`src/logic/pecd_map.svh`:
```
`ifndef PECD_MAP_SVH
`define PECD_MAP_SVH

// register indices; byte address on the bus is four times the index
`define PECD_IDX_W          12
`define PECD_ADDR_W         16
`define PECD_IDX_A_FLAGS    12'hF05
`define PECD_IDX_A_FALL     12'hF06
`define PECD_IDX_A_RISE     12'hF07
`define PECD_IDX_B_FLAGS    12'hF0D
`define PECD_IDX_B_FALL     12'hF0E
`define PECD_IDX_B_RISE     12'hF0F
`define PECD_IDX_C_FLAGS    12'hF15
`define PECD_IDX_C_FALL     12'hF16
`define PECD_IDX_C_RISE     12'hF17
`define PECD_IDX_E_FLAGS    12'hF22
`define PECD_IDX_E_FALL     12'hF23
`define PECD_IDX_E_RISE     12'hF24
`define PECD_IDX_CTRL       12'hF30
`define PECD_IDX_STATUS     12'hF31
`define PECD_IDX_INT_STAT   12'hF32
`define PECD_IDX_INT_MASK   12'hF33

// control register fields
`define PECD_CTRL_CIE       0
`define PECD_CTRL_RPE       1
`define PECD_CTRL_LVP       2
// status register fields
`define PECD_STAT_SUMMARY   0
`define PECD_STAT_E_AVAIL   1

// port E carries only pin 3
`define PECD_E_BIT          3
`define PECD_E_MASK         8'h08
`define PECD_RST_BYTE       8'h00

`define PECD_RESP_OKAY      2'h0
`define PECD_RESP_DECERR    2'h3

`endif

```
`src/logic/pecd_pkg.sv`:
```
`default_nettype none
package pecd_pkg;

  typedef struct packed {
    logic [7:0] s1;
    logic [7:0] s2;
    logic [7:0] prev;
  } pecd_sync_t;

  typedef enum logic [1:0] {
    PECD_K_FLAGS,
    PECD_K_FALL,
    PECD_K_RISE
  } pecd_kind_t;

  typedef struct packed {
    logic [3:0][7:0] rise_en;
    logic [3:0][7:0] fall_en;
    logic [3:0][7:0] flags;
    logic            cie;
    logic            rpe;
    logic            low_voltage_program_setting;
    logic [3:0]      int_status;
    logic [3:0]      int_mask;
    logic            irq;
  } pecd_top_st_t;

  typedef struct packed {
    logic        aw_held;
    logic [11:0] aw_idx;
    logic        w_held;
    logic [7:0]  wdata;
    logic        wlane0;
    logic        bvalid;
    logic [1:0]  bresp;
    logic        rvalid;
    logic [31:0] rdata;
    logic [1:0]  rresp;
  } pecd_axil_st_t;

endpackage : pecd_pkg
`default_nettype wire

```
`src/logic/pecd_if.sv`:
```
`default_nettype none
interface pecd_if;
  logic        wr_en;
  logic [11:0] wr_idx;
  logic [7:0]  wr_data;
  logic        wr_hit;
  logic [11:0] rd_idx;
  logic [7:0]  rd_data;
  logic        rd_hit;

  modport bus_side (output wr_en, output wr_idx, output wr_data, output rd_idx,
                    input wr_hit, input rd_data, input rd_hit);
  modport reg_side (input wr_en, input wr_idx, input wr_data, input rd_idx,
                    output wr_hit, output rd_data, output rd_hit);
endinterface : pecd_if
`default_nettype wire

```
`src/logic/pecd_edge.sv`:
```
`include "pecd_map.svh"
`default_nettype none
module pecd_edge
  import pecd_pkg::*;
(
  input  wire logic       clk,
  input  wire logic       rst,
  input  wire logic [7:0] pins,
  input  wire logic [7:0] en_rise,
  input  wire logic [7:0] en_fall,
  output logic      [7:0] hit
);

  pecd_sync_t s_reg;
  pecd_sync_t s_next;
  logic [7:0] rise;
  logic [7:0] fall;

  ////////////////////////////////////////////////////////////////////////////
  always_comb
  begin
    s_next      = s_reg;
    s_next.s1   = pins;
    s_next.s2   = s_reg.s1;
    s_next.prev = s_reg.s2;
  end

  always_ff @(posedge clk)
  begin
    if (rst)
    begin
      s_reg <= '0;
    end
    else
    begin
      s_reg <= s_next;
    end
  end

  // compare only second-stage samples; s1 may be metastable
  assign rise = s_reg.s2 & ~s_reg.prev; // RL14
  assign fall = ~s_reg.s2 & s_reg.prev; // RL14
  assign hit  = (rise & en_rise) | (fall & en_fall); // RL8 RL7 RL9 RL10

  ////////////////////////////////////////////////////////////////////////////
  // raw pin history equals the sync chain only after three edges clear of reset
  AST_RISE_ARMED: assert property (@(posedge clk) disable iff (rst) // RL8
    !($past(rst) || $past(rst, 2) || $past(rst, 3))
    |-> (($past(pins, 2) & ~$past(pins, 3) & en_rise & ~hit) == 8'h00))
    else $error("armed rising edge produced no hit");

  AST_FALL_ARMED: assert property (@(posedge clk) disable iff (rst) // RL7
    !($past(rst) || $past(rst, 2) || $past(rst, 3))
    |-> ((~$past(pins, 2) & $past(pins, 3) & en_fall & ~hit) == 8'h00))
    else $error("armed falling edge produced no hit");

  AST_DISARMED: assert property (@(posedge clk) disable iff (rst) // RL9
    !($past(rst) || $past(rst, 2) || $past(rst, 3))
    |-> ((hit & ~(($past(pins, 2) & ~$past(pins, 3) & en_rise) |
                  (~$past(pins, 2) & $past(pins, 3) & en_fall))) == 8'h00))
    else $error("hit without an enabled edge direction");

  AST_BOTH_DIR: assert property (@(posedge clk) disable iff (rst) // RL10
    !($past(rst) || $past(rst, 2) || $past(rst, 3))
    |-> ((en_rise & en_fall & ($past(pins, 2) ^ $past(pins, 3)) & ~hit) == 8'h00))
    else $error("pin armed both ways missed an edge");

  AST_SYNC_DELAY: assert property (@(posedge clk) disable iff (rst) // RL14
    (hit != 8'h00) |-> ((hit & ~(s_reg.s2 ^ $past(s_reg.s2))) == 8'h00))
    else $error("hit without change between consecutive samples");

endmodule : pecd_edge
`default_nettype wire

```
`src/logic/pecd_axil.sv`:
```
`include "pecd_map.svh"
`default_nettype none
module pecd_axil
  import pecd_pkg::*;
(
  input  wire logic        clk,
  input  wire logic        rst,
  input  wire logic [15:0] s_axi_awaddr,
  input  wire logic        s_axi_awvalid,
  output logic             s_axi_awready,
  input  wire logic [31:0] s_axi_wdata,
  input  wire logic [3:0]  s_axi_wstrb,
  input  wire logic        s_axi_wvalid,
  output logic             s_axi_wready,
  output logic [1:0]       s_axi_bresp,
  output logic             s_axi_bvalid,
  input  wire logic        s_axi_bready,
  input  wire logic [15:0] s_axi_araddr,
  input  wire logic        s_axi_arvalid,
  output logic             s_axi_arready,
  output logic [31:0]      s_axi_rdata,
  output logic [1:0]       s_axi_rresp,
  output logic             s_axi_rvalid,
  input  wire logic        s_axi_rready,
  pecd_if.bus_side         regs
);

  pecd_axil_st_t q;
  pecd_axil_st_t n;
  logic          do_write;

  ////////////////////////////////////////////////////////////////////////////
  assign s_axi_awready = !q.aw_held && !q.bvalid;
  assign s_axi_wready  = !q.w_held && !q.bvalid;
  assign s_axi_arready = !q.rvalid;
  assign s_axi_bvalid  = q.bvalid;
  assign s_axi_bresp   = q.bresp;
  assign s_axi_rvalid  = q.rvalid;
  assign s_axi_rdata   = q.rdata;
  assign s_axi_rresp   = q.rresp;

  // write commits one cycle after both halves are held
  assign do_write      = q.aw_held && q.w_held && !q.bvalid;
  assign regs.wr_en    = do_write && q.wlane0;
  assign regs.wr_idx   = q.aw_idx;
  assign regs.wr_data  = q.wdata;
  assign regs.rd_idx   = s_axi_araddr[13:2];

  always_comb
  begin
    n = q;
    if (s_axi_awvalid && s_axi_awready)
    begin
      n.aw_held = 1'b1;
      n.aw_idx  = s_axi_awaddr[13:2];
    end
    if (s_axi_wvalid && s_axi_wready)
    begin
      n.w_held = 1'b1;
      n.wdata  = s_axi_wdata[7:0];
      n.wlane0 = s_axi_wstrb[0];
    end
    if (do_write)
    begin
      n.aw_held = 1'b0;
      n.w_held  = 1'b0;
      n.bvalid  = 1'b1;
      n.bresp   = regs.wr_hit ? `PECD_RESP_OKAY : `PECD_RESP_DECERR;
    end
    else if (q.bvalid && s_axi_bready)
    begin
      n.bvalid = 1'b0;
    end
    if (s_axi_arvalid && s_axi_arready)
    begin
      n.rvalid = 1'b1;
      n.rdata  = {24'h000000, regs.rd_data};
      n.rresp  = regs.rd_hit ? `PECD_RESP_OKAY : `PECD_RESP_DECERR;
    end
    else if (q.rvalid && s_axi_rready)
    begin
      n.rvalid = 1'b0;
    end
  end

  always_ff @(posedge clk)
  begin
    if (rst)
    begin
      q <= '0;
    end
    else
    begin
      q <= n;
    end
  end

endmodule : pecd_axil
`default_nettype wire

```
`src/logic/pecd_top.sv`:
```
// Summary of operation
// RL1: an armed rising edge on a port C pin sets that pin's change flag
// RL2: an armed falling edge on a port C pin sets that pin's change flag
// RL3: a change flag reads zero until an armed edge, or after software zeroes it
// RL4: port E flag and enable registers hold only bit 3; other bits read zero
// RL5: port E pin 3 flag sets on armed rising or falling edges
// RL6: reset-pin or low-voltage setting high disables port E pin 3 detection
// RL7: a falling enable arms falling edges; a hit sets pin flag and summary
// RL8: a rising enable arms rising edges; a hit sets pin flag and summary
// RL9: a cleared enable bit stops that edge direction setting the flag
// RL10: both enables set on a pin detect edges in both directions
// RL11: summary is OR of all flags; interrupt only while change enable set
// RL12: an edge during a flag write leaves that flag set
// RL13: with change interrupt enabled, an armed edge in sleep requests wake
// RL14: pins pass two flops; an edge compares consecutive synchronised samples
// RL15: reset clears every enable bit and every change flag
`include "pecd_map.svh"
`default_nettype none
module pecd_top
  import pecd_pkg::*;
(
  input  wire logic        clk,
  input  wire logic        rst,
  input  wire logic [15:0] s_axi_awaddr,
  input  wire logic        s_axi_awvalid,
  output logic             s_axi_awready,
  input  wire logic [31:0] s_axi_wdata,
  input  wire logic [3:0]  s_axi_wstrb,
  input  wire logic        s_axi_wvalid,
  output logic             s_axi_wready,
  output logic [1:0]       s_axi_bresp,
  output logic             s_axi_bvalid,
  input  wire logic        s_axi_bready,
  input  wire logic [15:0] s_axi_araddr,
  input  wire logic        s_axi_arvalid,
  output logic             s_axi_arready,
  output logic [31:0]      s_axi_rdata,
  output logic [1:0]       s_axi_rresp,
  output logic             s_axi_rvalid,
  input  wire logic        s_axi_rready,
  input  wire logic [7:0]  port_a_pins,
  input  wire logic [7:0]  port_b_pins,
  input  wire logic [7:0]  port_c_pins,
  input  wire logic        port_e_pin3,
  input  wire logic        sleep_mode,
  output logic             change_summary_flag,
  output logic             wake_req,
  output logic             irq
);

  localparam logic [11:0] BASE [4] = '{`PECD_IDX_A_FLAGS, `PECD_IDX_B_FLAGS,
                                       `PECD_IDX_C_FLAGS, `PECD_IDX_E_FLAGS};
  localparam int PORT_C = 2;
  localparam int PORT_E = 3;

  pecd_top_st_t    q;
  pecd_top_st_t    n;
  logic [3:0][7:0] pins;
  logic [3:0][7:0] raw_hit;
  logic [3:0][7:0] hit;
  logic            e_avail;
  logic            c_flag_wr;

  pecd_if regs ();

  ////////////////////////////////////////////////////////////////////////////
  pecd_axil u_axil (
    .clk           (clk),
    .rst           (rst),
    .s_axi_awaddr  (s_axi_awaddr),
    .s_axi_awvalid (s_axi_awvalid),
    .s_axi_awready (s_axi_awready),
    .s_axi_wdata   (s_axi_wdata),
    .s_axi_wstrb   (s_axi_wstrb),
    .s_axi_wvalid  (s_axi_wvalid),
    .s_axi_wready  (s_axi_wready),
    .s_axi_bresp   (s_axi_bresp),
    .s_axi_bvalid  (s_axi_bvalid),
    .s_axi_bready  (s_axi_bready),
    .s_axi_araddr  (s_axi_araddr),
    .s_axi_arvalid (s_axi_arvalid),
    .s_axi_arready (s_axi_arready),
    .s_axi_rdata   (s_axi_rdata),
    .s_axi_rresp   (s_axi_rresp),
    .s_axi_rvalid  (s_axi_rvalid),
    .s_axi_rready  (s_axi_rready),
    .regs          (regs.bus_side)
  );

  ////////////////////////////////////////////////////////////////////////////
  // unused port E pins are tied low so they can never produce an edge
  assign pins[0] = port_a_pins;
  assign pins[1] = port_b_pins;
  assign pins[2] = port_c_pins;
  assign pins[3] = {4'h0, port_e_pin3, 3'h0};

  for (genvar p = 0; p < 4; p++)
  begin : g_port
    pecd_edge u_edge (
      .clk     (clk),
      .rst     (rst),
      .pins    (pins[p]),
      .en_rise (q.rise_en[p]),
      .en_fall (q.fall_en[p]),
      .hit     (raw_hit[p])
    );
  end

  // pin 3 of port E is lost to the reset or programming function
  assign e_avail = !(q.rpe || q.low_voltage_program_setting); // RL6
  assign hit[0]  = raw_hit[0];
  assign hit[1]  = raw_hit[1];
  assign hit[2]  = raw_hit[2]; // RL1 RL2
  assign hit[3]  = raw_hit[3] & `PECD_E_MASK & {8{e_avail}}; // RL4 RL5 RL6

  ////////////////////////////////////////////////////////////////////////////
  always_comb
  begin
    regs.rd_data = 8'h00;
    regs.rd_hit  = 1'b0;
    regs.wr_hit  = 1'b0;
    for (int p = 0; p < 4; p++)
    begin
      if (regs.rd_idx == BASE[p])
      begin
        regs.rd_data = q.flags[p];
        regs.rd_hit  = 1'b1;
      end
      if (regs.rd_idx == BASE[p] + 12'h001)
      begin
        regs.rd_data = q.fall_en[p];
        regs.rd_hit  = 1'b1;
      end
      if (regs.rd_idx == BASE[p] + 12'h002)
      begin
        regs.rd_data = q.rise_en[p];
        regs.rd_hit  = 1'b1;
      end
      if (regs.wr_idx == BASE[p] || regs.wr_idx == BASE[p] + 12'h001 ||
          regs.wr_idx == BASE[p] + 12'h002)
      begin
        regs.wr_hit = 1'b1;
      end
    end
    unique case (regs.rd_idx)
      `PECD_IDX_CTRL:
      begin
        regs.rd_data = {5'h00, q.low_voltage_program_setting, q.rpe, q.cie};
        regs.rd_hit  = 1'b1;
      end
      `PECD_IDX_STATUS:
      begin
        regs.rd_data = {6'h00, e_avail, change_summary_flag};
        regs.rd_hit  = 1'b1;
      end
      `PECD_IDX_INT_STAT:
      begin
        regs.rd_data = {4'h0, q.int_status};
        regs.rd_hit  = 1'b1;
      end
      `PECD_IDX_INT_MASK:
      begin
        regs.rd_data = {4'h0, q.int_mask};
        regs.rd_hit  = 1'b1;
      end
      default:
      begin
      end
    endcase
    if (regs.wr_idx == `PECD_IDX_CTRL || regs.wr_idx == `PECD_IDX_STATUS ||
        regs.wr_idx == `PECD_IDX_INT_STAT || regs.wr_idx == `PECD_IDX_INT_MASK)
    begin
      regs.wr_hit = 1'b1;
    end
  end

  ////////////////////////////////////////////////////////////////////////////
  always_comb
  begin
    n = q;
    for (int p = 0; p < 4; p++)
    begin
      if (regs.wr_en && regs.wr_idx == BASE[p])
      begin
        n.flags[p] = regs.wr_data & ((p == PORT_E) ? `PECD_E_MASK : 8'hFF); // RL3 RL4
      end
      if (regs.wr_en && regs.wr_idx == BASE[p] + 12'h001)
      begin
        n.fall_en[p] = regs.wr_data & ((p == PORT_E) ? `PECD_E_MASK : 8'hFF); // RL4
      end
      if (regs.wr_en && regs.wr_idx == BASE[p] + 12'h002)
      begin
        n.rise_en[p] = regs.wr_data & ((p == PORT_E) ? `PECD_E_MASK : 8'hFF); // RL4
      end
    end
    if (regs.wr_en && regs.wr_idx == `PECD_IDX_CTRL)
    begin
      n.cie = regs.wr_data[`PECD_CTRL_CIE];
      n.rpe = regs.wr_data[`PECD_CTRL_RPE];
      n.low_voltage_program_setting = regs.wr_data[`PECD_CTRL_LVP];
    end
    if (regs.wr_en && regs.wr_idx == `PECD_IDX_INT_MASK)
    begin
      n.int_mask = regs.wr_data[3:0];
    end
    if (regs.wr_en && regs.wr_idx == `PECD_IDX_INT_STAT)
    begin
      n.int_status = q.int_status & ~regs.wr_data[3:0];
    end
    // hardware sets are applied last so an edge beats a concurrent write
    for (int p = 0; p < 4; p++)
    begin
      n.flags[p]      = n.flags[p] | hit[p]; // RL1 RL2 RL5 RL12
      n.int_status[p] = n.int_status[p] | (|hit[p]);
    end
    n.irq = q.cie && ((q.int_status & q.int_mask) != 4'h0); // RL11
  end

  always_ff @(posedge clk)
  begin
    if (rst)
    begin
      q <= '0; // RL15
    end
    else
    begin
      q <= n;
    end
  end

  assign change_summary_flag = |q.flags; // RL11
  // detection keeps running in sleep; the wake request is the only gated path
  assign wake_req            = sleep_mode && q.cie && change_summary_flag; // RL13
  assign irq                 = q.irq;
  assign c_flag_wr           = regs.wr_en && regs.wr_idx == `PECD_IDX_C_FLAGS;

  ////////////////////////////////////////////////////////////////////////////
  AST_C_FLAG_SET: assert property (@(posedge clk) disable iff (rst) // RL1 RL2
    (hit[PORT_C] != 8'h00) |=> ((q.flags[PORT_C] & $past(hit[PORT_C])) == $past(hit[PORT_C])))
    else $error("port C edge did not set its flag");

  AST_WRITE_ZERO: assert property (@(posedge clk) disable iff (rst) // RL3
    (c_flag_wr && hit[PORT_C] == 8'h00) |=> (q.flags[PORT_C] == $past(regs.wr_data)))
    else $error("port C flag write not stored");

  AST_SET_WINS: assert property (@(posedge clk) disable iff (rst) // RL12
    (c_flag_wr && hit[PORT_C] != 8'h00)
    |=> ((q.flags[PORT_C] & $past(hit[PORT_C])) == $past(hit[PORT_C])))
    else $error("edge lost during flag write");

  AST_E_ONLY_BIT3: assert property (@(posedge clk) disable iff (rst) // RL4
    ((q.flags[PORT_E] | q.rise_en[PORT_E] | q.fall_en[PORT_E]) & ~`PECD_E_MASK) == 8'h00)
    else $error("port E holds a bit other than pin 3");

  AST_E_FLAG_SET: assert property (@(posedge clk) disable iff (rst) // RL5
    (raw_hit[PORT_E][`PECD_E_BIT] && e_avail) |=> q.flags[PORT_E][`PECD_E_BIT])
    else $error("port E pin 3 edge did not set its flag");

  AST_E_UNAVAIL: assert property (@(posedge clk) disable iff (rst) // RL6
    (!e_avail && !(regs.wr_en && regs.wr_idx == `PECD_IDX_E_FLAGS))
    |=> !$rose(q.flags[PORT_E][`PECD_E_BIT]))
    else $error("port E pin 3 flag set while unavailable");

  AST_IRQ_GATED: assert property (@(posedge clk) disable iff (rst) // RL11
    irq |-> ($past(q.cie) && ($past(q.int_status & q.int_mask) != 4'h0)))
    else $error("interrupt raised without change enable");

  AST_WAKE: assert property (@(posedge clk) disable iff (rst) // RL13
    (sleep_mode && q.cie && hit[PORT_C] != 8'h00 &&
     !(regs.wr_en && regs.wr_idx == `PECD_IDX_CTRL)) |=> wake_req || !sleep_mode)
    else $error("armed edge in sleep gave no wake request");

  AST_RESET_CLEAR: assert property (@(posedge clk) // RL15
    $fell(rst) |-> (q.flags == '0 && q.rise_en == '0 && q.fall_en == '0))
    else $error("enables or flags not cleared by reset");

  AST_IRQ_RAISE: assert property (@(posedge clk) disable iff (rst) // RL11
    (q.cie && (q.int_status & q.int_mask) != 4'h0) |=> irq)
    else $error("unmasked change event raised no interrupt");

  AST_IRQ_MASKED: assert property (@(posedge clk) disable iff (rst) // RL11
    (!q.cie || (q.int_status & q.int_mask) == 4'h0) |=> !irq)
    else $error("interrupt raised with every event masked");

  AST_SUMMARY_CAUSE: assert property (@(posedge clk) disable iff (rst) // RL11
    $rose(change_summary_flag) |-> $past(hit != '0 || regs.wr_en))
    else $error("summary rose without an edge or a write");

  AST_C_NO_STRAY: assert property (@(posedge clk) disable iff (rst) // RL9
    !c_flag_wr |=> ((q.flags[PORT_C] & ~$past(q.flags[PORT_C]) & ~$past(hit[PORT_C]))
                    == 8'h00))
    else $error("port C flag set without an enabled edge");

  AST_C_STICKY: assert property (@(posedge clk) disable iff (rst) // RL3
    !c_flag_wr |=> (($past(q.flags[PORT_C]) & ~q.flags[PORT_C]) == 8'h00))
    else $error("port C flag fell without a software write");

  AST_C_EVENT: assert property (@(posedge clk) disable iff (rst) // RL7 RL8
    (hit[PORT_C] != 8'h00) |=> q.int_status[PORT_C])
    else $error("port C edge did not set its event bit");

  AST_E_EVENT: assert property (@(posedge clk) disable iff (rst) // RL5
    (raw_hit[PORT_E][`PECD_E_BIT] && e_avail) |=> q.int_status[PORT_E])
    else $error("port E pin 3 edge did not set its event bit");

endmodule : pecd_top
`default_nettype wire

```
`config.mk`:
```
export PLATFORM = sky130hd
export DESIGN_NAME = pecd_top
export DESIGN_NICKNAME = d
export VERILOG_FILES = /design/src/logic/pecd_pkg.sv /design/src/logic/pecd_if.sv /design/src/logic/pecd_edge.sv /design/src/logic/pecd_axil.sv /design/src/logic/pecd_top.sv
export VERILOG_INCLUDE_DIRS = /design/src /design/src/logic
export SDC_FILE = /design/constraint.sdc
export NUM_CORES = 1
export LEC_CHECK = 0
export BUFFER_PORTS_ARGS = -buffer_cell sky130_fd_sc_hd__clkbuf_2
export CORE_MARGIN = 1.5
export CORE_UTILIZATION = 39
export CTS_CLUSTER_SIZE = 40
export DETAILED_ROUTE_END_ITERATION = 8
export SLEW_MARGIN = 20
export SYNTH_ARGS = -nofsm -noshare
export SYNTH_HDL_FRONTEND = slang
export SYNTH_SLANG_ARGS = --single-unit
```
`constraint.sdc`:
```
create_clock -name clk -period 4 [get_ports clk]
set_input_delay 0.2 -clock clk [delete_from_list [all_inputs] [get_ports clk]]
set_output_delay 0.2 -clock clk [all_outputs]
set_load 0.01 [all_outputs]
```
======== Word level (Yosys, flattened, before mapping) ========
Index checks and enable logic that the tools add are counted.
storage, ports and cells
  output and inout port bits .............. 44
  input port bits ......................... 101
  register bits after elaboration ......... 212
  logic and storage cells ................. 209
cells by class
  mux-type cells .......................... 42
  reductions and logical operators ........ 55
  equal/unequal tests ..................... 32
  bitwise logic cells ..................... 40
operators with widths
  cell                  count
  $eq 12x12->1 const B  32
  $mux 8                16
  $and 8x8->8           12
  $or 8x8->8            7
  $not 8->8             6
  $pmux 8 s4            1
  $reduce_or 32->1      1
  $reduce_or 8->1       4
  $logic_and 1x1->1     28
  $and 4x4->4           6
  $mux 1                22
  $logic_or 1x1->1      12
  $not 4->4             3
  $and 4x8->8           1
  $logic_not 1->1       5
  $mux 2                2
  $mux 4                1
  $or 1x1->1            4
  $or 4x4->4            1
  $reduce_bool 2->1     2
  $reduce_bool 4->1     1
  $reduce_or 4->1       1
  $reduce_or 2->1       1

======== Logic depth before layout (Yosys ltp) ========
Gate-level depths: netlist of the first run.
  word-level depth ........................ 15
  depth in mapped cells ................... 9
  gate-level depth less buffers ........... 6

======== Modules after synthesis ========
From an unflattened synthesis of the first run, not the netlist that was laid out.
second synthesis, totals
  cells, all modules ...................... 1084
  area total of the unflattened synthesis .. 9733.1 sq um
by module, submodules not included
  module     seq. area each (sq um)  times used  area an instance (sq um)  cells each
  pecd_top   1741.7                  1           4636.9                    571
  pecd_edge  480.5                   4           823.3                     74
  pecd_axil  700.7                   1           1803.0                    217

======== Worst setup path before layout of the first run ========
OpenSTA, ideal clock, no wires.
  path kind ............................... reg2reg
  start point ............................. reg u_axil.q, in the netlist u_axil.regs.wr_idx[11]
  end point ............................... reg u_axil.q, in the netlist u_axil.s_axi_bresp[0]
  path slack .............................. 2186 ps
  clock period less this slack ............ 1814 ps
  path buffers ............................ 0
  data arrival time ....................... 1697 ps
  library setup time ...................... 117 ps
  data required time ...................... 3883 ps
  stages on the path, launching flop included .. 7
  cells stage by stage .................... dfxtp_1 -> nand4_2 -> or3b_4 -> or3_1 -> o31ai_1 -> a2111oi_0 -> a32o_1
between the ends
  word-level cells in the longest chain between the ends .. 9
  elaborated cells between the ends (all ways) .. 33
  those cells by class .................... eq/ne (16); mux (6); reduce/logical (11)
RTL lines
  item                            RTL line         source
  start, declared                 pecd_axil.sv:28  pecd_axil_st_t q;
  start signal, assigned          pecd_axil.sv:94  q <= n;
  $eq 12x12->1                    pecd_top.sv:139  if (regs.wr_idx == BASE[p] || regs.wr_idx == BASE[p] + 12'h001 ||
  $logic_or 1x1->1 (2 in series)  pecd_top.sv:139
  $mux 1 (4 in series)            pecd_top.sv:139
  $mux 1 (*)                      pecd_top.sv:170  if (regs.wr_idx == `PECD_IDX_CTRL || regs.wr_idx == `PECD_IDX_STATUS ||
  $mux 2 (no source line) (*)     --
Mark *: on every way between the ends. The rest lies on a longest branch, timed or not.
A chain may end at the register's enable or synchronous reset.

======== Worst setup path after layout of the first run ========
  start point ............................. reg u_axil.q, in the netlist u_axil.s_axi_bvalid
  end point ............................... reg q[23] (netlist bit)
between the ends
  word-level cells in the longest chain between the ends .. 6
RTL lines
  item                  RTL line         source
  $logic_not 1->1       pecd_axil.sv:43  assign do_write = q.aw_held && q.w_held && !q.bvalid;
  $logic_and 1x1->1     pecd_axil.sv:43
  $logic_and 1x1->1     pecd_axil.sv:44  assign regs.wr_en = do_write && q.wlane0;
  $logic_and 1x1->1     pecd_top.sv:183  if (regs.wr_en && regs.wr_idx == BASE[p])
  $mux 8                pecd_top.sv:183
  $or 8x8->8            pecd_top.sv:213  n.flags[p] = n.flags[p] | hit[p];
  end signal, assigned  pecd_top.sv:227  q <= n;
  end, declared         pecd_top.sv:56   pecd_top_st_t q;
Every way passes these cells.

==> results of run 1 <==
## worst min-delay path, cell delays in order
cell	delay (ns)
clkbuf_2	0.08
mux2i_1	0.06
nor2_1	0.07
## logic make-up (layout without fill, tap and decap cells)
family	Yosys count	count (layout)
AO/OA/AOI/OAI	191	191
buffers and inverters	113	187
flip-flops	197	197
multiplexers	70	70
other	1	24
AND/OR/NAND/NOR	416	416
## through the flow
step | hold WS [ns] | worst slack (ns) | util (%) | std cells | total power [uW]
after floorplan | 0.328 | 2.19 | - | 1011 | 2280
after global placement | 0.416 | 1.41 | 41.8 | 1291 | 2360
after detailed placement | 0.415 | 1.44 | 41.8 | 1291 | 2360
after CTS | 0.000316 | 1.40 | 46.3 | 1365 | 4030
after global routing | 0.0130 | 1.22 | 46.3 | 1365 | 4140
final | 0.0118 | 1.37 | 46.3 | 1365 | 4000
## cell type report
type / count / share of cell area (%)
sequential: 197 / 38.9
multi-input combinational: 701 / 42.1
inverter: 19 / 0.704
timing repair buffer: 136 / 9.20
tap: 280 / 3.46
clock buffer: 19 / 4.47
clock inverter: 13 / 1.16
## path summary, 6_finish.rpt
kind / startpoint / to / slack (ns) / depth (start not counted)
setup / recovery: u_axil.s_axi_bvalid / q[23] / 1.37 / 5
hold reg to reg: g_port[0].u_edge.s_next[12] / g_port[0].u_edge.s_next[4] / 0.43 / 1
hold / removal: s_axi_wdata[6] / u_axil.regs.wr_data[6] / 0.01 / 3
setup reg to reg: u_axil.s_axi_bvalid / q[23] / 1.37 / 5
## power breakdown
part           leakage (uW)  total [uW]  switching [uW]  internal (uW)
Clock              0.000275        1650             800            848
Combinational       0.00201         280             159            121
Sequential          0.00160        2070            58.5           2010
## what timing repair did
| item | 4_1_cts | 5_1_grt |
|---|---|---|
| hold buffers | 42 | 0 |
| hold endpoints to repair | 42 | 0 |
| gates resized for setup | 0 | 0 |
| setup buffers | 0 | 0 |
## layer usage
| metal | vias up | global-route usage, % | share of wire, % |
|---|---|---|---|
| li1 | 3565 | - | - |
| met1 | 3348 | 27.4 | 47 |
| met2 | 262 | 30.4 | 44 |
| met3 | 52 | 4.35 | 5.9 |
| met4 | 0 | 9.20 | 3.2 |
| met5 | - | 0 | 0 |
## placed cells by master (no fill, tap or decap), types with 3 or more instances in the layout
cell           count
clkbuf_16         17
o21ai_0           20
mux2i_1           57
inv_1             18
nor3_4             3
nand3b_1          33
nor4_1             7
a221oi_1           5
dlygate4sd3_1     42
a32oi_1            4
nor2b_1           81
clkbuf_2          84
a221o_1            3
o211ai_1           3
buf_4              8
nor2_1            72
nand3_1           49
nand2b_1           6
a31oi_1           26
a21o_1             3
o31ai_1            5
nand4_1            7
dfxtp_1          197
o22ai_1           11
conb_1            24
o21a_1             8
nor3b_2            4
inv_6              3
a21oi_1           85
nand2_1          109
mux2_2            11
nand4b_1           8
nor3_1             9
and3_1             4
clkinv_4           5
==> summary.md, run 1 <==
| Metric | Value |
|---|---|
| Yosys cell types | 68 |
| YS warnings | 0 |
| Nets | between 1000 and 1500 |
| Largest family of logic cells by synthesized area | simple AND/OR/NAND/NOR gates |
| Post-Synth Adder-Cell Area | 0% |
| Via-per-instance ratio | 5.29 |
| Max-slew violations | 0 |
| Initial Utilization | 39.9% |
| RSZ-0062 raised after global routing | false |
| Crit path max-delay family | simple AND/OR/NAND/NOR gates |
| Worst Tran Pin Value | about 1.1 ns |
| CTS Buf Count | 17 |
| Register area | roughly 3900 sq um |
| Clk_skew | 0.00971 ns |
| CORE AREA | between 20000 and 25000 sq um |
| Crit-path max cell delay | 0.90 ns |
| Antenna fix cells | 0 |
| Xor and xnor area share after synthesis | 0% |
| CTS tree | built |
| Synth Flop Type | dfxtp_1 |
| Critical path data arrival time | 2.93 ns |
| # clock sinks | just under 200 |
| Fin area | 10100 sq um |
| Post-synth top cells | dfxtp_1 (197), nand2_1 (109), a21oi_1 (85), nor2b_1 (81), nor2_1 (72) |
| WL final | 23500 microns |
| Outcome | finished clean |
| EDFF count, synth | 0 |
| Yosys reg bits | 197 |
| Sequential area share after synthesis | approximately 45% |
| Final setup viols | 0 |
| Pwr Density | 394 nW/um^2 |
| Worst-Skew Late Latency | 0.44 ns |
| Global route total overflow | 0 |
| Largest net degree at the start of global routing | 120 |
| Filler cell count in the final layout | ~2100 |
| Fraction of layout cells with a size suffix above 1 | 15.0% |
| CP bufs+invs | 0 |
| WL/cell | 17.2 microns |
| First-pass GRT wire length | 36800 microns |
| Slowest cell on the critical path | nor2b_1 |
| Die Span Y | between 150 and 200 microns |
| Top cells by area, synth | dfxtp_1 (45%), mux2i_1 (6.5%), nor2b_1 (5.8%) |
| Leakage | 0.00389 uW |
| Top-area cell type share of the netlist area | between 40% and 50% |
| Cell taking the most area after synthesis | dfxtp_1 |
| Final ANT Viol Nets | 0 |
| Most frequent cell after synthesis | dfxtp_1 |
| CP startpoint kind | flip-flop |
| HP Class | input port to flip-flop |
| Fmax | 380 MHz |
| Gr usage total | 20.1% |
| TNS Setup | 0 ns |
| Area occupied by multi-input gates | around 4300 sq um |
| Synthesis-to-finish area growth | 15.9% |
| Depth of the CTS H-tree | 4 |
| Vias in the first global route | 6803 |
| DPL Wire Length | 16600 microns |
| Period Utilization, post-route | 65.7% |
| Mapped Avg Cell Area | just under 9 sq um |
| Quantity of I/O buffers inserted on ports | 85 |
| Root buf cell | clkbuf_16 |
| Asr flop ratio synth | 0% |
| Critical path class | flip-flop to flip-flop |
| Via count | roughly 7200 |
| Boundary Pins | around 150 |
| Compound-Gate Fraction of Synth Area | 13.3% |
| Initial antenna violation count | 0 |
| CP Capture Type | flip-flop |
| Post-layout min period | 2.63 ns |
| Chip Width | 153 microns |
| Normalized max-slew margin | 23.8% |
| Post-synthesis simple-gate area fraction | 25.9% |
| Site Rows | between 50 and 60 |
| GPL Wtd Cong | 0.970 |
| Clock buffer depth | 2 |
| Initial drt markers | 591 |
| Drt first pass iters | 5 |
| # Max-Cap Violations | 0 |
| Area post-placement | ~9100 sq um |
| Critical Path RT | 4.30 ns |
| Largest register FFs | 86 |
| Reg clk slew, reported paths | 0.08 ns |
| Synth Instances | 988 |
| Die area | 23300 sq um |
| Mux contribution to synthesized area | 8.46% |
| Hold Fails Final Rpt | 0 |
| Synthesized cell area | around 9000 sq um |
| Crit-path cells | nand4b_2, nor3b_2, nor2b_1, mux2i_1, a31oi_1 |
| VDD IR-drop max | 0.273 mV |
| CP max FO | 8 |
| Drt drc | 0 |
Note: power is estimated with default switching activity, not from simulation.
==> run 2: changes to the inputs <==
Clock period 4 ns to 2.33 ns, I/O delays scaled along.
==> summary.md, run 2 (synthesis results as in run 1) <==
| Metric | Value |
|---|---|
| CTS Buf Count | 17 (unchanged) |
| Seq pwr share | 50.3% (-1.5 points) |
| Combinational power share | 7.4% (+0.4 points) |
| Leakage | 0.00405 uW (+4.2%) |
| Final setup viols | 0 (unchanged) |
| Hold Fails Final Rpt | 0 (unchanged) |
| WL final | 23600 microns (+0.37%) |
| Final core area utilization | 47.6% (+1.3 points) |
| NetSw | 1750 uW (+72%) |
| Boundary Pins | 145 (unchanged) |
| Worst Tran Pin Value | 0.689 ns (-0.450 ns) |
| Reg clk slew, reported paths | 0.07 ns (about the same) |
| First-pass GRT wire length | 37700 microns (+2.3%) |
| Initial antenna violation count | 0 (unchanged) |
| # clock sinks | 197 (unchanged) |
| RSZ-0062 raised after global routing | false |
| GPL Wtd Cong | 0.980 (+1.0%) |
| Nets | 1203 (+2.6%) |
| Outcome | finished clean |
| Fmax | 449 MHz |
| CP Capture Type | primary output |
| # Max-Cap Violations | 0 (unchanged) |
| CTS tree | built |
| HP Class | input port to flip-flop |
| Root buf cell | clkbuf_16 |
| WL/cell | 16.9 microns (-1.8%) |
| Die area | 23300 sq um (unchanged) |
| Initial drt markers | 565 (-4.4%) |
| Postcts setup bufs | 0 (unchanged) |
| Cell-internal power | 5290 uW (+78%) |
| Final ANT Viol Nets | 0 (unchanged) |
| Vias in the first global route | 6849 (+0.68%) |
| Critical path class | flip-flop to primary output |
| TNS Setup | 0 ns (unchanged) |
| Post-layout min period | 2.23 ns |
| CORE AREA | 21900 sq um (unchanged) |
| Commonest non-fill, non-tap cells in the layout | dfxtp_1 (197), nand2_1 (109), a21oi_1 (85), clkbuf_2 (84), nor2b_1 (81) |
| Pwr Total | 7040 uW (+76%) |
| Pwr Density | 676 nW/um^2 (+72%) |
| Via-per-instance ratio | 5.29 (-0.16%) |
| DPL Wire Length | 17000 microns (+2.5%) |
| Chip Width | 153 microns (unchanged) |
| Die Span Y | 153 microns (unchanged) |
| Critical path data arrival time | 2.11 ns (-0.82 ns) |
| CP startpoint kind | flip-flop |
| Critical Path RT | 2.21 ns (-2.09 ns) |
| Drt drc | 0 (unchanged) |
| Gr usage total | 20.5% (+0.40 points) |
| R2R Setup Slk | 0.18 ns (-1.19 ns) |
| Drt first pass iters | 5 (unchanged) |
| Clock buffer depth | 2 (unchanged) |
| Depth of the CTS H-tree | 4 (unchanged) |
| Sw Ratio | 24.8% (-0.61 points) |
| Clk_skew | 0.00955 ns (-0.000159 ns) |
| CP max FO | 3 (-5) |
| Largest register FFs | 86 (unchanged) |
| Clock Power Share | 42.3% (+1.1 points) |
| Via count | 7374 (+2.0%) |
| Antenna fix cells | 0 (unchanged) |
| Site Rows | 54 (unchanged) |
| Leading cell type in the layout, fill and taps excluded | dfxtp_1 |
| Synthesis-to-finish area growth | 19.1% |
| Max-slew violations | 0 (unchanged) |
| VDD IR-drop max | 0.432 mV (+59%) |
| Normalized max-slew margin | 54.0% (+30 points) |
| Global route total overflow | 0 (unchanged) |
| Fraction of layout cells with a size suffix above 1 | 16.8% (+1.7 points) |
| Initial Utilization | 39.9% (unchanged) |
| Quantity of I/O buffers inserted on ports | 85 (unchanged) |
| Worst-Skew Late Latency | 0.44 ns (about the same) |
| Period Utilization, post-route | 95.7% |
| Largest net degree at the start of global routing | 69 (-43%) |
[run 2: cell types whose count changed in the layout (fill, tap and decap cells not counted)]
cell and change:
clkinvlp_4 +1, clkinv_8 -1, buf_4 +23, clkinv_4 -3
buf_12 +1, clkinv_2 +1, bufinv_16 +2, dlygate4sd3_1 +6
clkbuf_8 -2, inv_8 +1, inv_6 +1
[run 2: worst paths after layout]
path | from | end | cells past startpoint
worst max-delay path | q[15] | wake_req | 5
worst min-delay path | rst | u_axil.q[47] | 2
worst max register to register | q[15] | u_axil.s_axi_rdata[0] | 6
worst min register to register | g_port[0].u_edge.s_next[10] | g_port[0].u_edge.s_next[2] | 1
[run 2: through the flow]
step                      worst slack (ns)  cell area, sq um  instances  hold slack [ns]
after floorplan                      0.516              8830       1011            0.245
after global placement               0.229              9340       1315            0.330
after detailed placement             0.226              9340       1315            0.329
after CTS                            0.133             10400       1395           0.0998
after global routing               0.00543             10400       1395            0.115
final                                0.100             10400       1395            0.103
[run 2: cell type report]
cell class                 count  area [sq um]
clock buffer                  17           425
clock inverter                15           168
fill                        2137         11500
inverter                      19          71.3
multi-input combinational    701          4270
sequential                   197          3940
tap                          280           350
timing repair buffer         166          1180
[run 2: worst max-delay path, stage by stage (launching register included)]
cell	delay (ns)
dfxtp_1	0.33
nor4_1	0.40
and4_1	0.28
nand4_1	0.24
and3_1	0.29
clkbuf_2	0.12
[run 2: metal layers]
layer  track usage (%)  up-vias  wire [microns]
met1              27.9     3454           10800
met4              7.51        0             599
met3              4.32       41            1510
met2              32.0      245           10600
met5                 0        -               0
li1                  -     3634               -
[run 2: timing repair]
| action | 4_1_cts | 5_1_grt |
|---|---|---|
| endpoints found under the hold margin | 48 | 0 |
| gates resized for setup | 0 | 0 |
| hold buffers | 48 | 0 |
[run 2: power groups by stage]
stage | Clock (uW) | Combinational, uW | Sequential (uW)
floorplan | 0 | 356 | 3570
global placement | 0 | 455 | 3620
detailed placement | 0 | 458 | 3620
CTS | 3030 | 521 | 3540
global route | 3180 | 575 | 3550
finish | 2980 | 523 | 3540
